<file path="src/pkg/lcr_pkg.sv">
// Purpose: shared constants and types for the link control and interrupt register bank
// Assumes: 8-bit register addresses and data from the slave control port front end
// Notes:   one clock domain; the sync step count derives from the 125 MHz clock, the mute hold counts packets
package lcr_pkg;

    // register addresses
    localparam logic [7:0] ADDR_IRQ_FLAGS     = 8'h02;
    localparam logic [7:0] ADDR_LINK_STATE    = 8'h03;
    localparam logic [7:0] ADDR_MUTE_HOLD     = 8'h0B;
    localparam logic [7:0] ADDR_LINK_MODE     = 8'h36;
    localparam logic [7:0] ADDR_REMOTE_UPDATE = 8'h3E;
    localparam logic [7:0] ADDR_RX_POWER      = 8'h49;
    localparam logic [7:0] ADDR_LATENCY       = 8'h52;
    localparam logic [7:0] ADDR_IRQ_CONFIG    = 8'h53;
    localparam logic [7:0] ADDR_TX_POWER      = 8'h56;
    localparam logic [7:0] ADDR_SYNC_DELAY    = 8'h57;

    // field positions
    localparam int LINK_UP_BIT      = 0;
    localparam int MODE_MUTE_EN_BIT = 0;
    localparam int MODE_NO_HOP_BIT  = 2;
    localparam int MODE_RECONF_BIT  = 4;
    localparam int MODE_RESTORE_BIT = 6;
    localparam int IRQ_DATA_BIT     = 3;
    localparam int IRQ_REMOTE_BIT   = 4;
    localparam int IRQ_BROKEN_BIT   = 6;
    localparam int IRQ_POL_BIT      = 7;

    // writable masks; everything else reads as zero
    localparam logic [7:0] LINK_MODE_MASK = 8'h45;
    localparam logic [7:0] IRQ_FLAG_MASK  = 8'h58;
    localparam logic [7:0] IRQ_CFG_MASK   = 8'hD8;
    localparam logic [7:0] POWER_MASK     = 8'h03;

    // reset values
    localparam logic [7:0] SYNC_DELAY_RST = 8'h77;
    localparam logic [7:0] LATENCY_RST    = 8'h06;
    localparam logic [7:0] POWER_RST      = 8'h03;
    localparam logic [7:0] MUTE_HOLD_RST  = 8'h00;
    localparam logic [7:0] ZERO_RST       = 8'h00;

    // latency and remote update encodings
    localparam logic [7:0] LATENCY_MEDIUM = 8'h04;
    localparam logic [7:0] LATENCY_HIGH   = 8'h06;
    localparam logic [7:0] REMOTE_IDLE_OK = 8'h00;
    localparam logic [7:0] REMOTE_BUSY    = 8'h01;
    localparam logic [7:0] REMOTE_FAILED  = 8'h02;

    // timing
    localparam int CLK_HZ          = 125_000_000;
    localparam int SYNC_STEP_NS    = 16_000;
    localparam int SYNC_STEP_CYC   = (SYNC_STEP_NS * (CLK_HZ / 1_000_000)) / 1000;
    localparam int MUTE_PKT_FACTOR = 24;

    // register access request from the slave control port
    typedef struct packed {
        logic       wr;
        logic       rd;
        logic [7:0] addr;
        logic [7:0] wdata;
    } lcr_req_t;

    // events and status from the radio core
    typedef struct packed {
        logic link_up;
        logic init_fail;
        logic remote_done;
        logic remote_fail;
        logic data_rx;
        logic pkt_valid;
        logic pkt_err;
        logic audio_lost;
    } lcr_core_t;

endpackage

</file>
<file path="src/rtl/lcr_mute_hold.sv">
// Purpose: minimum mute interval counter for the audio receiver
// Assumes: packet strobes are one-cycle pulses on clk_i
// Notes:   with the feature off, the first clean packet un-mutes
`timescale 1ns/1ps
module lcr_mute_hold
    import lcr_pkg::*;
(
    // clock and reset
    input  wire logic       clk_i,
    input  wire logic       reset_i,
    // control
    input  wire logic       enable_i,
    input  wire logic [7:0] hold_count_i,
    // packet events
    input  wire logic       audio_lost_i,
    input  wire logic       pkt_valid_i,
    input  wire logic       pkt_err_i,
    // status
    output logic            mute_o
);
    logic [12:0] good_cnt_ff;
    logic [12:0] target;

    // hold count times 24 packets; 13 bits cover 255 x 24
    assign target = 13'(hold_count_i) * 13'(MUTE_PKT_FACTOR);

    // mute state and run of clean packets
    always_ff @(posedge clk_i)
    begin
        if (reset_i)
        begin
            mute_o      <= 1'b1;
            good_cnt_ff <= 13'h0000;
        end
        else if (audio_lost_i || (pkt_valid_i && pkt_err_i))
        begin
            mute_o      <= 1'b1;
            good_cnt_ff <= 13'h0000;
        end
        else if (mute_o && pkt_valid_i)
        begin
            if (!enable_i || (good_cnt_ff + 13'h0001 >= target))
            begin
                mute_o      <= 1'b0;
                good_cnt_ff <= 13'h0000;
            end
            else
            begin
                good_cnt_ff <= good_cnt_ff + 13'h0001;
            end
        end
    end
endmodule

</file>
<file path="src/rtl/lcr_sync_delay.sv">
// Purpose: sync pulse generation and alignment between two paired receivers
// Assumes: frame_ref_i pulses 119 steps ahead of the nominal sync instant
// Notes:   delay value is captured when sync is enabled, not tracked live
`timescale 1ns/1ps
module lcr_sync_delay
    import lcr_pkg::*;
#(
    parameter int STEP_CYC = SYNC_STEP_CYC
)
(
    // clock and reset
    input  wire logic       clk_i,
    input  wire logic       reset_i,
    // control
    input  wire logic       sync_en_i,
    input  wire logic [7:0] delay_i,
    input  wire logic       frame_ref_i,
    // pins
    input  wire logic       sync_role_select_pin_i,
    input  wire logic       sync_pin_i,
    output logic            sync_pin_o,
    output logic            sync_pin_oe_o,
    // aligned sync event
    output logic            sync_align_o
);
    initial
    begin
        if (STEP_CYC < 1)
            $error("STEP_CYC must be at least one");
    end

    logic [1:0]  role_sync_ff;
    logic [1:0]  pin_sync_ff;
    logic        pin_prev_ff;
    logic        en_prev_ff;
    logic [7:0]  delay_ff;
    logic [7:0]  step_left_ff;
    logic        running_ff;
    logic [15:0] div_ff;
    logic        step_tick;
    logic        fire;

    // two-flop synchronisers on both pins
    always_ff @(posedge clk_i)
    begin
        if (reset_i)
        begin
            role_sync_ff <= 2'b00;
            pin_sync_ff  <= 2'b00;
            pin_prev_ff  <= 1'b0;
        end
        else
        begin
            role_sync_ff <= {role_sync_ff[0], sync_role_select_pin_i};
            pin_sync_ff  <= {pin_sync_ff[0], sync_pin_i};
            pin_prev_ff  <= pin_sync_ff[1];
        end
    end

    // capture the delay on enable, so software must write it first
    always_ff @(posedge clk_i)
    begin
        if (reset_i)
        begin
            en_prev_ff <= 1'b0;
            delay_ff   <= SYNC_DELAY_RST;
        end
        else
        begin
            en_prev_ff <= sync_en_i;
            if (sync_en_i && !en_prev_ff)
                delay_ff <= delay_i;
        end
    end

    // 16 us step divider, restarted by each frame reference
    assign step_tick = running_ff && (div_ff == 16'(STEP_CYC - 1));

    always_ff @(posedge clk_i)
    begin
        if (reset_i || frame_ref_i || step_tick)
            div_ff <= 16'h0000;
        else if (running_ff)
            div_ff <= div_ff + 16'h0001;
    end

    // each step of delay shifts the pulse by one divider period
    assign fire = running_ff && (step_left_ff == 8'h00) && (div_ff == 16'h0000);

    always_ff @(posedge clk_i)
    begin
        if (reset_i)
        begin
            running_ff   <= 1'b0;
            step_left_ff <= 8'h00;
        end
        else if (frame_ref_i && sync_en_i)
        begin
            running_ff   <= 1'b1;
            step_left_ff <= delay_ff;
        end
        else if (fire)
            running_ff <= 1'b0;
        else if (step_tick)
            step_left_ff <= step_left_ff - 8'h01;
    end

    // role high drives the shared pin, role low follows it
    always_ff @(posedge clk_i)
    begin
        if (reset_i)
        begin
            sync_pin_o    <= 1'b0;
            sync_pin_oe_o <= 1'b0;
            sync_align_o  <= 1'b0;
        end
        else
        begin
            sync_pin_oe_o <= sync_en_i && role_sync_ff[1];
            sync_pin_o    <= fire;
            sync_align_o  <= role_sync_ff[1] ? fire
                                             : (pin_sync_ff[1] && !pin_prev_ff);
        end
    end
endmodule

</file>
<file path="src/rtl/lcr_link_regs.sv">
// Purpose: link status, mode, power, latency, sync delay and interrupt register bank
// Assumes: core events are one-cycle pulses on clk_i; accesses come decoded from the port
// Notes:   read data is registered, valid one cycle after the read strobe
`timescale 1ns/1ps

module lcr_link_regs
    import lcr_pkg::*;
#(
    parameter int SYNC_STEP = SYNC_STEP_CYC
)
(
    // clock and reset
    input  wire logic            clk_i,
    input  wire logic            reset_i,
    // register access
    input  wire lcr_pkg::lcr_req_t req_i,
    output logic [7:0]           rdata_o,
    output logic                 rvalid_o,
    // radio core status and events
    input  wire lcr_pkg::lcr_core_t core_i,
    input  wire logic            sync_en_i,
    input  wire logic            frame_ref_i,
    // controls to the radio core
    output logic                 reconfig_o,
    output logic                 remote_start_o,
    output logic                 hop_disable_o,
    output logic                 latency_high_o,
    output logic [1:0]           tx_power_o,
    output logic [1:0]           rx_power_o,
    output logic                 mute_o,
    // pins
    input  wire logic            sync_role_select_pin_i,
    input  wire logic            sync_pin_i,
    output logic                 sync_pin_o,
    output logic                 sync_pin_oe_o,
    output logic                 sync_align_o,
    output logic                 irq_o
);
    initial
    begin
        if (SYNC_STEP < 1 || SYNC_STEP > 65535)
            $error("SYNC_STEP out of range");
    end

    logic [7:0] link_mode_ff;
    logic [7:0] mute_hold_ff;
    logic [7:0] latency_ff;
    logic [7:0] tx_power_ff;
    logic [7:0] rx_power_ff;
    logic [7:0] irq_cfg_ff;
    logic [7:0] irq_flags_ff;
    logic [7:0] sync_delay_ff;
    logic [7:0] remote_state_ff;
    logic       link_prev_ff;
    logic       restore;
    logic       wr_flags;
    logic       wr_mode;
    logic       link_broken;
    logic [7:0] nxt_irq_flags;
    logic [7:0] set_flags;
    logic       irq_active;
    logic       mute_int;
    logic       align_int;
    logic       pin_int;
    logic       oe_int;
    logic [7:0] nxt_rdata;

    // a failed link init with the restore bit set returns every register to its reset value
    assign restore = link_mode_ff[MODE_RESTORE_BIT] && core_i.init_fail;

    assign wr_flags = req_i.wr && (req_i.addr == ADDR_IRQ_FLAGS);
    assign wr_mode  = req_i.wr && (req_i.addr == ADDR_LINK_MODE);

    // configuration registers written by software
    always_ff @(posedge clk_i)
    begin
        if (reset_i || restore)
        begin
            link_mode_ff  <= ZERO_RST;
            mute_hold_ff  <= MUTE_HOLD_RST;
            latency_ff    <= LATENCY_RST;
            tx_power_ff   <= POWER_RST;
            rx_power_ff   <= POWER_RST;
            irq_cfg_ff    <= ZERO_RST;
            sync_delay_ff <= SYNC_DELAY_RST;
        end
        else if (req_i.wr)
        begin
            unique case (req_i.addr)
                ADDR_LINK_MODE:  link_mode_ff  <= req_i.wdata & LINK_MODE_MASK;
                ADDR_MUTE_HOLD:  mute_hold_ff  <= req_i.wdata;
                ADDR_LATENCY:    latency_ff    <= req_i.wdata;
                ADDR_TX_POWER:   tx_power_ff   <= req_i.wdata & POWER_MASK;
                ADDR_RX_POWER:   rx_power_ff   <= req_i.wdata & POWER_MASK;
                ADDR_IRQ_CONFIG: irq_cfg_ff    <= req_i.wdata & IRQ_CFG_MASK;
                ADDR_SYNC_DELAY: sync_delay_ff <= req_i.wdata;
                default:         ;
            endcase
        end
    end

    // forced reconfiguration is a pulse; the bit itself never stores
    always_ff @(posedge clk_i)
    begin
        if (reset_i)
            reconfig_o <= 1'b0;
        else
            reconfig_o <= wr_mode && req_i.wdata[MODE_RECONF_BIT];
    end

    // remote update state: start from idle or failed, never while busy; core reports the outcome
    always_ff @(posedge clk_i)
    begin
        if (reset_i || restore)
        begin
            remote_state_ff <= REMOTE_IDLE_OK;
            remote_start_o  <= 1'b0;
        end
        else
        begin
            remote_start_o <= 1'b0;
            if (remote_state_ff == REMOTE_BUSY)
            begin
                if (core_i.remote_done)
                    remote_state_ff <= REMOTE_IDLE_OK;
                else if (core_i.remote_fail)
                    remote_state_ff <= REMOTE_FAILED;
            end
            else if (req_i.wr && (req_i.addr == ADDR_REMOTE_UPDATE)
                     && (req_i.wdata == REMOTE_BUSY))
            begin
                remote_state_ff <= REMOTE_BUSY;
                remote_start_o  <= 1'b1;
            end
        end
    end

    // link break is the falling edge of the link status
    always_ff @(posedge clk_i)
    begin
        if (reset_i)
            link_prev_ff <= 1'b0;
        else
            link_prev_ff <= core_i.link_up;
    end

    assign link_broken = link_prev_ff && !core_i.link_up;

    // sticky flags: a set in the same cycle as its clear wins
    always_comb
    begin
        set_flags = 8'h00;
        set_flags[IRQ_BROKEN_BIT] = link_broken;
        set_flags[IRQ_REMOTE_BIT] = core_i.remote_done;
        set_flags[IRQ_DATA_BIT]   = core_i.data_rx;
        nxt_irq_flags = irq_flags_ff;
        if (wr_flags)
            nxt_irq_flags = irq_flags_ff & ~req_i.wdata;
        nxt_irq_flags = (nxt_irq_flags | set_flags) & IRQ_FLAG_MASK;
    end

    always_ff @(posedge clk_i)
    begin
        if (reset_i || restore)
            irq_flags_ff <= ZERO_RST;
        else
            irq_flags_ff <= nxt_irq_flags;
    end

    // only enabled flags reach the pin; level chosen by config bit 7
    assign irq_active = |(irq_flags_ff & irq_cfg_ff & IRQ_FLAG_MASK);

    always_ff @(posedge clk_i)
    begin
        if (reset_i)
            irq_o <= 1'b1;
        else
            irq_o <= irq_cfg_ff[IRQ_POL_BIT] ? irq_active : !irq_active;
    end

    // decoded controls, registered so every output starts at a flop
    always_ff @(posedge clk_i)
    begin
        if (reset_i)
        begin
            hop_disable_o  <= 1'b0;
            latency_high_o <= 1'b1;
            tx_power_o     <= 2'b11;
            rx_power_o     <= 2'b11;
        end
        else
        begin
            hop_disable_o  <= link_mode_ff[MODE_NO_HOP_BIT];
            latency_high_o <= (latency_ff != LATENCY_MEDIUM);
            tx_power_o     <= tx_power_ff[1:0];
            rx_power_o     <= rx_power_ff[1:0];
        end
    end

    // minimum mute interval
    lcr_mute_hold u_mute (
        .clk_i        (clk_i),
        .reset_i      (reset_i),
        .enable_i     (link_mode_ff[MODE_MUTE_EN_BIT]),
        .hold_count_i (mute_hold_ff),
        .audio_lost_i (core_i.audio_lost),
        .pkt_valid_i  (core_i.pkt_valid),
        .pkt_err_i    (core_i.pkt_err),
        .mute_o       (mute_int)
    );

    // paired receiver sync
    lcr_sync_delay #(
        .STEP_CYC (SYNC_STEP)
    ) u_sync (
        .clk_i                  (clk_i),
        .reset_i                (reset_i),
        .sync_en_i              (sync_en_i),
        .delay_i                (sync_delay_ff),
        .frame_ref_i            (frame_ref_i),
        .sync_role_select_pin_i (sync_role_select_pin_i),
        .sync_pin_i             (sync_pin_i),
        .sync_pin_o             (pin_int),
        .sync_pin_oe_o          (oe_int),
        .sync_align_o           (align_int)
    );

    // submodule outputs are flops already; re-register to keep one cycle of skew uniform
    always_ff @(posedge clk_i)
    begin
        if (reset_i)
        begin
            mute_o        <= 1'b1;
            sync_pin_o    <= 1'b0;
            sync_pin_oe_o <= 1'b0;
            sync_align_o  <= 1'b0;
        end
        else
        begin
            mute_o        <= mute_int;
            sync_pin_o    <= pin_int;
            sync_pin_oe_o <= oe_int;
            sync_align_o  <= align_int;
        end
    end

    // read mux; unmapped addresses and reserved bits read zero
    always_comb
    begin
        nxt_rdata = 8'h00;
        unique case (req_i.addr)
            ADDR_IRQ_FLAGS:     nxt_rdata = irq_flags_ff;
            ADDR_LINK_STATE:    nxt_rdata[LINK_UP_BIT] = core_i.link_up;
            ADDR_MUTE_HOLD:     nxt_rdata = mute_hold_ff;
            ADDR_LINK_MODE:     nxt_rdata = link_mode_ff;
            ADDR_REMOTE_UPDATE: nxt_rdata = remote_state_ff;
            ADDR_RX_POWER:      nxt_rdata = rx_power_ff;
            ADDR_LATENCY:       nxt_rdata = latency_ff;
            ADDR_IRQ_CONFIG:    nxt_rdata = irq_cfg_ff;
            ADDR_TX_POWER:      nxt_rdata = tx_power_ff;
            ADDR_SYNC_DELAY:    nxt_rdata = sync_delay_ff;
            default:            nxt_rdata = 8'h00;
        endcase
    end

    // read data lands one cycle after the strobe
    always_ff @(posedge clk_i)
    begin
        if (reset_i)
        begin
            rdata_o  <= 8'h00;
            rvalid_o <= 1'b0;
        end
        else
        begin
            rvalid_o <= req_i.rd;
            if (req_i.rd)
                rdata_o <= nxt_rdata;
        end
    end
endmodule

</file>
<file path="config.mk">
export PLATFORM = sky130hd
export DESIGN_NAME = lcr_link_regs
export DESIGN_NICKNAME = d
export VERILOG_FILES = /design/src/pkg/lcr_pkg.sv /design/src/rtl/lcr_mute_hold.sv /design/src/rtl/lcr_sync_delay.sv /design/src/rtl/lcr_link_regs.sv
export SDC_FILE = /design/constraint.sdc
export NUM_CORES = 1
export LEC_CHECK = 0
export BUFFER_PORTS_ARGS = -buffer_cell sky130_fd_sc_hd__buf_2
export CAP_MARGIN = 20
export CORE_ASPECT_RATIO = 0.8
export CORE_UTILIZATION = 32
export DETAILED_ROUTE_END_ITERATION = 6
export HOLD_SLACK_MARGIN = 0.02
export PLACE_DENSITY = 0.44
export SETUP_SLACK_MARGIN = 0.4
export SYNTH_ARGS = -nofsm -noshare
export SYNTH_HDL_FRONTEND = slang
export SYNTH_HIERARCHICAL = 1
export SYNTH_SLANG_ARGS = --single-unit
</file>
<file path="constraint.sdc">
create_clock -name clk_i -period 7.4 [get_ports clk_i]
set_clock_uncertainty 0.05 [all_clocks]
set_input_delay 0.74 -clock clk_i [delete_from_list [all_inputs] [get_ports clk_i]]
set_output_delay 0.74 -clock clk_i [all_outputs]
set_load 0.005 [all_outputs]
</file>
# ---- Yosys cells after proc, flatten, opt, wreduce, memory -nomap -nowiden
# Index checks and enable logic that the tools add are counted.
dict set report totals {
  reg_bits 125
  latch_bits 0
  ramBits 0
  romBits 0
  out_inout_bits 22
  wordCells 121
  mem_count 0
}
dict set report classes {
  add_sub_neg 3
  mul 1
  n_div 0
  order_cmp 1
  eq_ne 16
  shift 0
  mux 16
  bitwise 4
  reduce_logical 44
}
# op count
set op_table {}
lappend op_table {{7-bit case mux with 9 select lines} 1}
lappend op_table {{8-bit 2-to-1 mux} 7}
lappend op_table {{8-bit by 7-bit == test with 1-bit output, second input constant} 5}
lappend op_table {{2-bit AND reduction} 10}
lappend op_table {{16-bit by 1-bit adder with 16-bit output, second input constant} 1}
lappend op_table {{16-bit by 11-bit == test with 1-bit output, second input constant} 1}
lappend op_table {{8-bit by 1-bit == test with 1-bit output, second input constant} 2}
lappend op_table {{8-bit by 2-bit == test with 1-bit output, second input constant} 2}
lappend op_table {{8-bit by 6-bit == test with 1-bit output, second input constant} 2}
lappend op_table {{1-bit logical AND} 16}
lappend op_table {{16-bit zero test} 1}
lappend op_table {{7-bit AND} 2}
lappend op_table {{13-bit by 1-bit adder with 13-bit output, second input constant} 1}
lappend op_table {{13-bit greater-or-equal comparator} 1}
lappend op_table {{13-bit 2-to-1 mux} 1}
lappend op_table {{8-bit by 2-bit multiplier with 10-bit output, second input constant} 1}
lappend op_table {{1-bit case mux with 9 select lines} 1}
lappend op_table {{8-bit by 4-bit == test with 1-bit output, second input constant} 1}
lappend op_table {{8-bit zero test} 1}
lappend op_table {{8-bit by 3-bit != test with 1-bit output, second input constant} 1}
lappend op_table {{8-bit by 1-bit subtractor with 8-bit output, second input constant} 1}
lappend op_table {{7-bit 2-to-1 mux} 1}
lappend op_table {{7-bit inverter} 1}
lappend op_table {{7-bit bitwise OR} 1}
lappend op_table {{other kinds (8)} 23}

# ---- Depth between registers and ports, before layout
# Gate-level depths: netlist of run 1.
dict set report depth {
  ltp_word 5
  depth_mapped 13
  depth_no_buf 13
}

# ---- By module
# Netlist of run 1, hierarchy kept.
# mod n_inst cells_each area_per_inst_um2 seq_area_each_um2
set modules_own_cells {}
lappend modules_own_cells {lcr_link_regs 1 293 2676.3 1261.2}
lappend modules_own_cells {lcr_sync_delay 1 219 1950.6 840.8}
lappend modules_own_cells {lcr_mute_hold 1 155 1307.5 280.3}

# ---- Worst setup path before layout of run 1
# No wires, ideal clock.
dict set report synth_timing {
  kind {flip-flop to flip-flop}
  from {reg mute_hold_ff[1]}
  to {reg u_mute.good_cnt_ff[3]}
  t_arrival_ns 2.946
  path_slack_ns 4.325
  stages_incl_launch_ff 14
  path_buffers 0
  path_cell_list {dfxtp_1 > ha_1 > fa_1 > a21o_1 > a21oi_1 > o21bai_1 > a21o_1 > xor2_1 > ha_1 > a211oi_1 > nor2_1 > nor4_4 > o21ai_2 > o211ai_1}
}
dict set report synth_between {
  elab_chain_cells 4
}
# item line_no
set synth_rtl {}
lappend synth_rtl {{from (decl)} lcr_link_regs.sv:46} ;# logic [7:0] mute_hold_ff;
lappend synth_rtl {{from (signal assigned)} lcr_link_regs.sv:91} ;# ADDR_MUTE_HOLD: mute_hold_ff <= req_i.wdata;
lappend synth_rtl {{8-bit by 2-bit multiplier with 10-bit output} lcr_mute_hold.sv:25} ;# assign target = 13'(hold_count_i) * 13'(MUTE_PKT_FACTOR);
lappend synth_rtl {{13-bit greater-or-equal comparator} lcr_mute_hold.sv:42} ;# if (!enable_i || (good_cnt_ff + 13'h0001 >= target))
lappend synth_rtl {{1-bit logical OR} lcr_mute_hold.sv:42}
lappend synth_rtl {{13-bit 2-to-1 mux} lcr_mute_hold.sv:42}
lappend synth_rtl {{to (signal assigned)} lcr_mute_hold.sv:49} ;# good_cnt_ff <= good_cnt_ff + 13'h0001;
lappend synth_rtl {{to (decl)} lcr_mute_hold.sv:21} ;# logic [12:0] good_cnt_ff;
# Every way passes these cells.
# A chain may end at the register's enable or synchronous reset.

# ---- Final worst setup path of run 1
dict set report layout_timing {
  from {reg mute_hold_ff[1]}
  to {reg u_mute.good_cnt_ff[10]}
}
# Same word-level chain as after synthesis.

==> results.md, run 1 <==
* Hold-fix buffers at CTS at 0
* Final critical-path required period at 3.44 ns
* Clk Latency, worst-skew pair at 0.42 ns
* Dpl hpwl at 12.0 mm
* Maximum VDD drop at 0.000123 V
* Site row count at 44
* Synth unique cells at 72
* Routability congestion estimate from global placement at 0.828
* Antenna-violating nets left at 0
* H-tree depth at 4
* Share of cells above drive strength 1 at 15.7%
* Initial antenna violation count at 0
* CP endpoint kind: flip-flop
* Multi-input gate area at 0.00333 mm2
* Clock tree buffer depth at 2
* FMAX at 291 MHz
* Yosys Warn Count at 6
* Drt via density at 5.29
* Syn Area/Cell at 8.90 um2
* Max-slew violations at 0
* Logic gate share of total power at 5.7%
* Max transition margin at 29.8%
* Ys flop type: dfxtp_1
* Pleak at 2.80 nW
* Fillcell total at 1,859
* Final WS setup at 3.96 ns
* Ant. Diodes at 0
* Post-CTS resize count at 0
* Clock root cell: clkbuf_16
* Vias in the first global route at 4,801
* Final setup vio count at 0
* CTS sink count at 119
* Seq/Total Area, Yosys at 40.1%
* Number of flops mapped to enable cells by yosys at 0
* Syn Nets at 723
* Net Sw Frac at 24.8%
* Total track usage at 18.2%
* Internal power at 1.18 mW
* Die Ht at 124 um
* Post-synth top cells: 119 x dfxtp_1, 69 x nor2_1, 62 x nand2_1
* Global-route wire length before repair at 26.4 mm
* Drt total wl at 16.4 mm
* Area after DPL at 0.00635 mm2
* # DRC at 0
* DR WL/cell at 17.2 um
* Final Hold Fails at 0
* Clock slew at reported path FFs at 0.06 ns
* Initial Util at 32.7%
* Worst setup SP type: flip-flop
* Io pins at 54
* WP data required at 7.64 ns
* IO buf count at 53
* Final Cell Area at 0.00694 mm2
* Cell count after synthesis at 667
* Setup_tns at 0 ns
* Number of DRC markers in iteration 0 at 357
* Area of the mapped netlist at 0.00593 mm2
* Seq cells post-synth at 119
* Setup bufs post-CTS at 0
* Initial DRT Pass Iterations at 4
* Final #Nets at 768
* CTS tree: built
* Fin crit share at 46.5%
* Largest fanout on the critical path at 6
* Largest net degree at the start of global routing at 50
* Die area at 0.0191 mm2
* Non-filler instance count after layout at 955
* Util after Layout at 38.2%
* Dpl ws at 3.95 ns
* Area share of the largest cell type after synthesis at 40.1%
* Storage cell area at 0.00238 mm2
* Dpl cells at 922
* RSZ-0062 raised after global routing: false
* Die W at 154 um
* Clock power share at 52.1%
* Number of max-cap violations at 0
* Synthesis-to-finish area growth at 17.0%
* Most frequent cell after synthesis: dfxtp_1
* Top cells by area, synth: dfxtp_1 40%, mux2i_1 5.1%, ha_1 4.8%, nor2_1 4.4%, nand2_1 3.9%
* Pwr dens at 225 mW/mm2
* Least-Margin Pin Slew at 1.05 ns
* Share of flip-flops with an asynchronous set or reset at 0%
* Routed vias at 5,055
* Sw power at 0.387 mW
* Critical path class: flip-flop to flip-flop
* Leading area contributor after synthesis: dfxtp_1
* Core area at 0.0182 mm2
* Global route total overflow at 0
* Part of the power in registers at 42.2%
* Status: complete, no violations
* CTS buffer count at 17
* Arrival time at the worst endpoint at 3.68 ns
* Hold Path Class: flip-flop to flip-flop
## metal layers
layer	wire (um)	up-vias	share of wire (%)	GRT usage [%]
li1	-	2509	-	-
met3	758	12	4.6	4.59
met5	0	-	0	0
met1	8320	2433	51	25.8
met4	147	0	0.90	5.63
met2	7180	101	44	27.2
## cells in the final DEF (no fill, tap or decap), types with 14 or more instances in the layout
cell type and count:
nand4_1 19, nor2b_1 20, nor3_1 25, nand2_1 62, mux2i_1 30, buf_2 53, nand3_1 24, dfxtp_1 119
inv_1 18, ha_1 23, nor2_1 69, a21oi_1 26, xor2_1 14, xnor2_1 22, clkbuf_16 17
## through the flow
step	hold slack [ns]	total power, mW
global route	0.411	1.63
floorplan	0.333	0.726
detailed placement	0.376	0.762
global placement	0.369	0.761
CTS	0.391	1.58
finish	0.387	1.56
## cell families (layout without fill, tap and decap cells)
logic type	after synthesis	count (layout)	synth area share, %
and+or+nand+nor	295	295	26.3
DFF	119	119	40.1
AOI/OAI and AO/OA	114	114	14.1
buffers and inverters	48	106	3.75
xor gates and xnor gates	36	36	5.31
muxes	31	31	5.25
adders and majority gates	24	24	5.19
## worst max-delay path, stage by stage, from the launching register on
cell	delay [ns]
dfxtp_1	0.37
ha_1	0.23
fa_1	0.40
a21o_1	0.20
a21oi_1	0.22
o21bai_1	0.09
a21o_1	0.20
xor2_1	0.15
ha_1	0.31
and4_1	0.24
nand4_1	0.25
a31oi_1	0.51
nor3_1	0.10
## layout make-up
class                      instances  share of cell area, %
clock buffer                      20                   6.72
clock inverter                    12                   1.69
inverter                          18                  0.973
multi-input combinational        500                   48.0
sequential                       119                   34.3
tap                              230                   4.14
timing repair buffer              56                   4.20
## final timing paths
kind	start	end	slack [ns]	cells past startpoint
hold reg to reg	u_sync/pin_sync_ff[0]$_SDFF_PP0_	u_sync/pin_sync_ff[1]$_SDFF_PP0_	0.39	1
hold / removal	u_sync/pin_sync_ff[0]$_SDFF_PP0_	u_sync/pin_sync_ff[1]$_SDFF_PP0_	0.39	1
setup reg to reg	mute_hold_ff[1]$_SDFFE_PP0P_	u_mute/good_cnt_ff[10]$_SDFFE_PP0P_	3.96	12
setup / recovery	mute_hold_ff[1]$_SDFFE_PP0P_	u_mute/good_cnt_ff[10]$_SDFFE_PP0P_	3.96	12
## state kept, by name, indices dropped and copies added (netlist names), 3 cells and up
register,cells
u_sync/div_ff,16
u_mute/good_cnt_ff,13
latency_ff,8
mute_hold_ff,8
rdata_o,8
sync_delay_ff,8
u_sync/delay_ff,8
u_sync/step_left_ff,8
irq_cfg_ff,4
irq_flags_ff,3
link_mode_ff,3
## power by group through the flow
stage                     combinational [mW]  sequential [mW]  clock [mW]
after global routing                  0.0989            0.661       0.866
after detailed placement              0.0886            0.674           0
after global placement                0.0871            0.673           0
final                                 0.0895            0.660       0.814
after floorplan                       0.0556            0.670           0
after CTS                             0.0889            0.660       0.834
Power figures use the tool's default switching activity.
==> inputs of run 2 (changes only) <==
--- a/config.mk
+++ b/config.mk
@@ -11,7 +11,7 @@
 export CORE_UTILIZATION = 32
 export DETAILED_ROUTE_END_ITERATION = 6
 export HOLD_SLACK_MARGIN = 0.02
-export PLACE_DENSITY = 0.44
+export PLACE_DENSITY = 0.46
 export SETUP_SLACK_MARGIN = 0.4
 export SYNTH_ARGS = -nofsm -noshare
 export SYNTH_HDL_FRONTEND = slang
==> constraint.sdc (replaced) <==
create_clock -name clk_i -period 3 [get_ports clk_i]
set_clock_uncertainty 0.05 [all_clocks]
set_input_delay 0.3 -clock clk_i [delete_from_list [all_inputs] [get_ports clk_i]]
set_output_delay 0.3 -clock clk_i [all_outputs]
set_load 0.005 [all_outputs]
==> run 2 against run 1 <==
Against the previous run: non-clock buffer count up 17; worst setup slack got worse by 4.0 ns; utilization up 1.4 points; register-to-register slack lost 4.0 ns; flip-flop and latch count unchanged; critical path depth rose by 1; via count is essentially flat; fmax rose by 15%; first-iteration DRC count is 15% higher; clock-buffer cell count shrank 3; total power increased to 2.5 times the previous value; critical path type unchanged.
==> results.md, run 2 (synthesized netlist as in run 1, its figures left out) <==
* Status: complete, no violations
* Clk Latency, worst-skew pair at 0.42 ns (about the same)
* Dpl cells at 935 (+1.4%)
* Final hold slack at 0.0407 ns (-0.347 ns)
* Synthesis-to-finish area growth at 21.2%
* Total track usage at 18.2% (about the same)
* Number of DRC markers in iteration 0 at 412 (+15%)
* Final setup vio count at 0 (unchanged)
* R2R Path End: u_mute/good_cnt_ff[3]$_SDFFE_PP0P_
* Final #Nets at 785 (+2.2%)
* Initial antenna violation count at 0 (unchanged)
* Clock tree buffer depth at 2 (unchanged)
* Largest fanout on the critical path at 5 (-1)
* Net Sw Frac at 23.9% (-0.87 points)
* H-tree depth at 4 (unchanged)
* Pleak at 2.92 nW (+4.4%)
* Routed vias at 5,056 (+0.020%)
* Clock slew at reported path FFs at 0.06 ns (about the same)
* Share of cells above drive strength 1 at 19.8% (+4.1 points)
* Max transition margin at 40.8% (+11 points)
* Global-route wire length before repair at 26.3 mm (-0.60%)
* Most common cell after layout, fill and taps aside: dfxtp_1
* Vias in the first global route at 4,785 (-0.33%)
* CTS tree: built
* Part of the power in registers at 41.3% (-0.9 points)
* Biggest regs: u_sync/div_ff (16), u_mute/good_cnt_ff (13)
* Fillcell total at 1,870 (+0.59%)
* Dpl hpwl at 12.2 mm (+1.9%)
* Pwr dens at 547 mW/mm2 (+140%)
* Worst setup SP type: flip-flop
* Hold Path Class: primary input to flip-flop
* Final critical-path required period at 2.99 ns (-0.446 ns)
* Critical path class: flip-flop to flip-flop
* Die W at 154 um (unchanged)
* Antenna-violating nets left at 0 (unchanged)
* WP data required at 3.24 ns (-4.40 ns)
* FF-to-FF path depth at 13 (+1)
* RSZ-0062 raised after global routing: true
* Least-Margin Pin Slew at 0.889 ns (-0.165 ns)
* Worst setup endpoint: u_mute/good_cnt_ff[3]$_SDFFE_PP0P_
* Io pins at 54 (unchanged)
* Drt via density at 5.20 (-1.7%)
* Commonest non-fill, non-tap cells in the layout: 116 x dfxtp_1, 67 x nor2_1, 62 x nand2_1, 54 x buf_2, 30 x mux2i_1
* Routability congestion estimate from global placement at 0.853 (+3.0%)
* Clock root cell: clkbuf_16
* Total power at 3.94 mW (+150%)
* Die Ht at 124 um (unchanged)
* Largest net degree at the start of global routing at 30 (-40%)
* Initial Util at 32.7% (unchanged)
* FMAX at 334 MHz (+15%)
* Max reg flops at 16 (unchanged)
* Non-filler instance count after layout at 972 (+1.8%)
* Fin crit share at 99.8% (+53 points)
* CTS sink count at 119 (unchanged)
* Maximum VDD drop at 0.000312 V (+150%)
* Global route total overflow at 0 (unchanged)
* Die area at 0.0191 mm2 (unchanged)
* # DRC at 0 (unchanged)
* Max-slew violations at 0 (unchanged)
* Multi-input gate area at 0.00343 mm2 (+2.9%)
* Number of max-cap violations at 0 (unchanged)
* Core area at 0.0182 mm2 (unchanged)
* Arrival time at the worst endpoint at 3.23 ns (-0.45 ns)
* Ant. Diodes at 0 (unchanged)
* Logic gate share of total power at 5.5% (-0.2 points)
* Storage cell area at 0.00239 mm2 (+0.26%)
* Internal power at 3.00 mW (+150%)
* Sw power at 0.941 mW (+140%)
* Worst Setup SP: mute_hold_ff[1]$_SDFFE_PP0P_
* CTS buffer count at 17 (unchanged)
* DR WL/cell at 16.8 um (-2.3%)
* Clock power share at 53.1% (+1.0 points)
* Reg2reg setup slack at 0.005 ns (-3.95 ns)
* IO buf count at 53 (unchanged)
* Site row count at 44 (unchanged)
* Largest Register: u_sync/div_ff
* Final Hold Fails at 0 (unchanged)
* Drt total wl at 16.3 mm (-0.53%)
* Initial DRT Pass Iterations at 5 (+1)
* CP endpoint kind: flip-flop
* Worst reg2reg path startpoint: mute_hold_ff[1]$_SDFFE_PP0P_
-- run 2: cell count changes in the layout (fill, tap and decap cells not counted), sizes merged --
cell         change
buf             +16
bufinv           +2
clkbuf           -3
clkinv           +7
clkinvlp         -3
dlygate4sd3      +1
inv              -3
-- run 2: metrics by stage --
step	setup slack (ns)	instance area [um2]	setup TNS [ns]	utilization (%)
final	0.00518	7190	0	39.6
after global routing	-0.155	7190	-1.60	39.6
after CTS	0.0196	7140	0	39.3
after detailed placement	-0.122	6480	-0.406	35.7
after global placement	0.00344	6480	0	35.7
after floorplan	0.0325	5970	0	-
-- run 2: per-layer routing --
layer | share of wire [%] | vias up | track usage, %
met5 | 0 | - | 0
met4 | 1.3 | 0 | 6.93
met3 | 5.0 | 20 | 4.66
met2 | 42 | 120 | 25.9
met1 | 52 | 2373 | 26.2
li1 | - | 2543 | -
-- run 2: worst min path at each step --
stage	startpoint	endpoint	slack (ns)	cells after the start
floorplan	reset_i	hop_disable_o$_SDFF_PP0_	0.32	1
global placement	u_sync/sync_pin_o$_SDFF_PP0_	sync_pin_o$_SDFF_PP0_	0.37	1
detailed placement	u_sync/role_sync_ff[0]$_SDFF_PP0_	u_sync/role_sync_ff[1]$_SDFF_PP0_	0.37	1
CTS	frame_ref_i	u_sync/div_ff[2]$_SDFFE_PP0P_	0.03	2
global route	frame_ref_i	u_sync/div_ff[2]$_SDFFE_PP0P_	0.03	2
finish	frame_ref_i	u_sync/div_ff[2]$_SDFFE_PP0P_	0.04	2
-- run 2: what timing repair did --
item / CTS / global route
setup buffers: 3 / 0
endpoints found under the hold margin: 0 / 1
endpoints found under the setup margin: 14 / 14
cloned: 1 / 0
hold buffers: 0 / 1
pin swaps: 2 / 5
gates resized for setup: 6 / 7
-- run 2: area by class of cell --
cell class / count / share of cell area [%]
multi-input cells: 500 / 47.6
flip-flops and latches: 119 / 33.2
clock buffers: 17 / 5.91
repair buffers: 73 / 5.83
well taps: 230 / 4.00
clock inverters: 15 / 2.49
inverters: 18 / 0.939
-- run 2: worst max-delay path, cell delays in order (launching register included) --
cell,delay (ns)
dfxtp_4,0.36
ha_4,0.16
fa_2,0.34
a21o_1,0.20
a21oi_2,0.15
o21bai_1,0.08
a21o_1,0.20
xor2_1,0.14
ha_1,0.33
and4_2,0.29
nand4_1,0.18
buf_4,0.21
nand4_1,0.08
o211ai_1,0.09
-- run 2: power groups by stage --
stage / Clock, mW / Combinational [mW] / Sequential, mW
2_1_floorplan: 0 / 0.138 / 1.65
3_3_place_gp: 0 / 0.214 / 1.66
3_5_place_dp: 0 / 0.215 / 1.66
4_1_cts: 2.14 / 0.217 / 1.63
5_1_grt: 2.23 / 0.241 / 1.63
6_report: 2.09 / 0.218 / 1.63
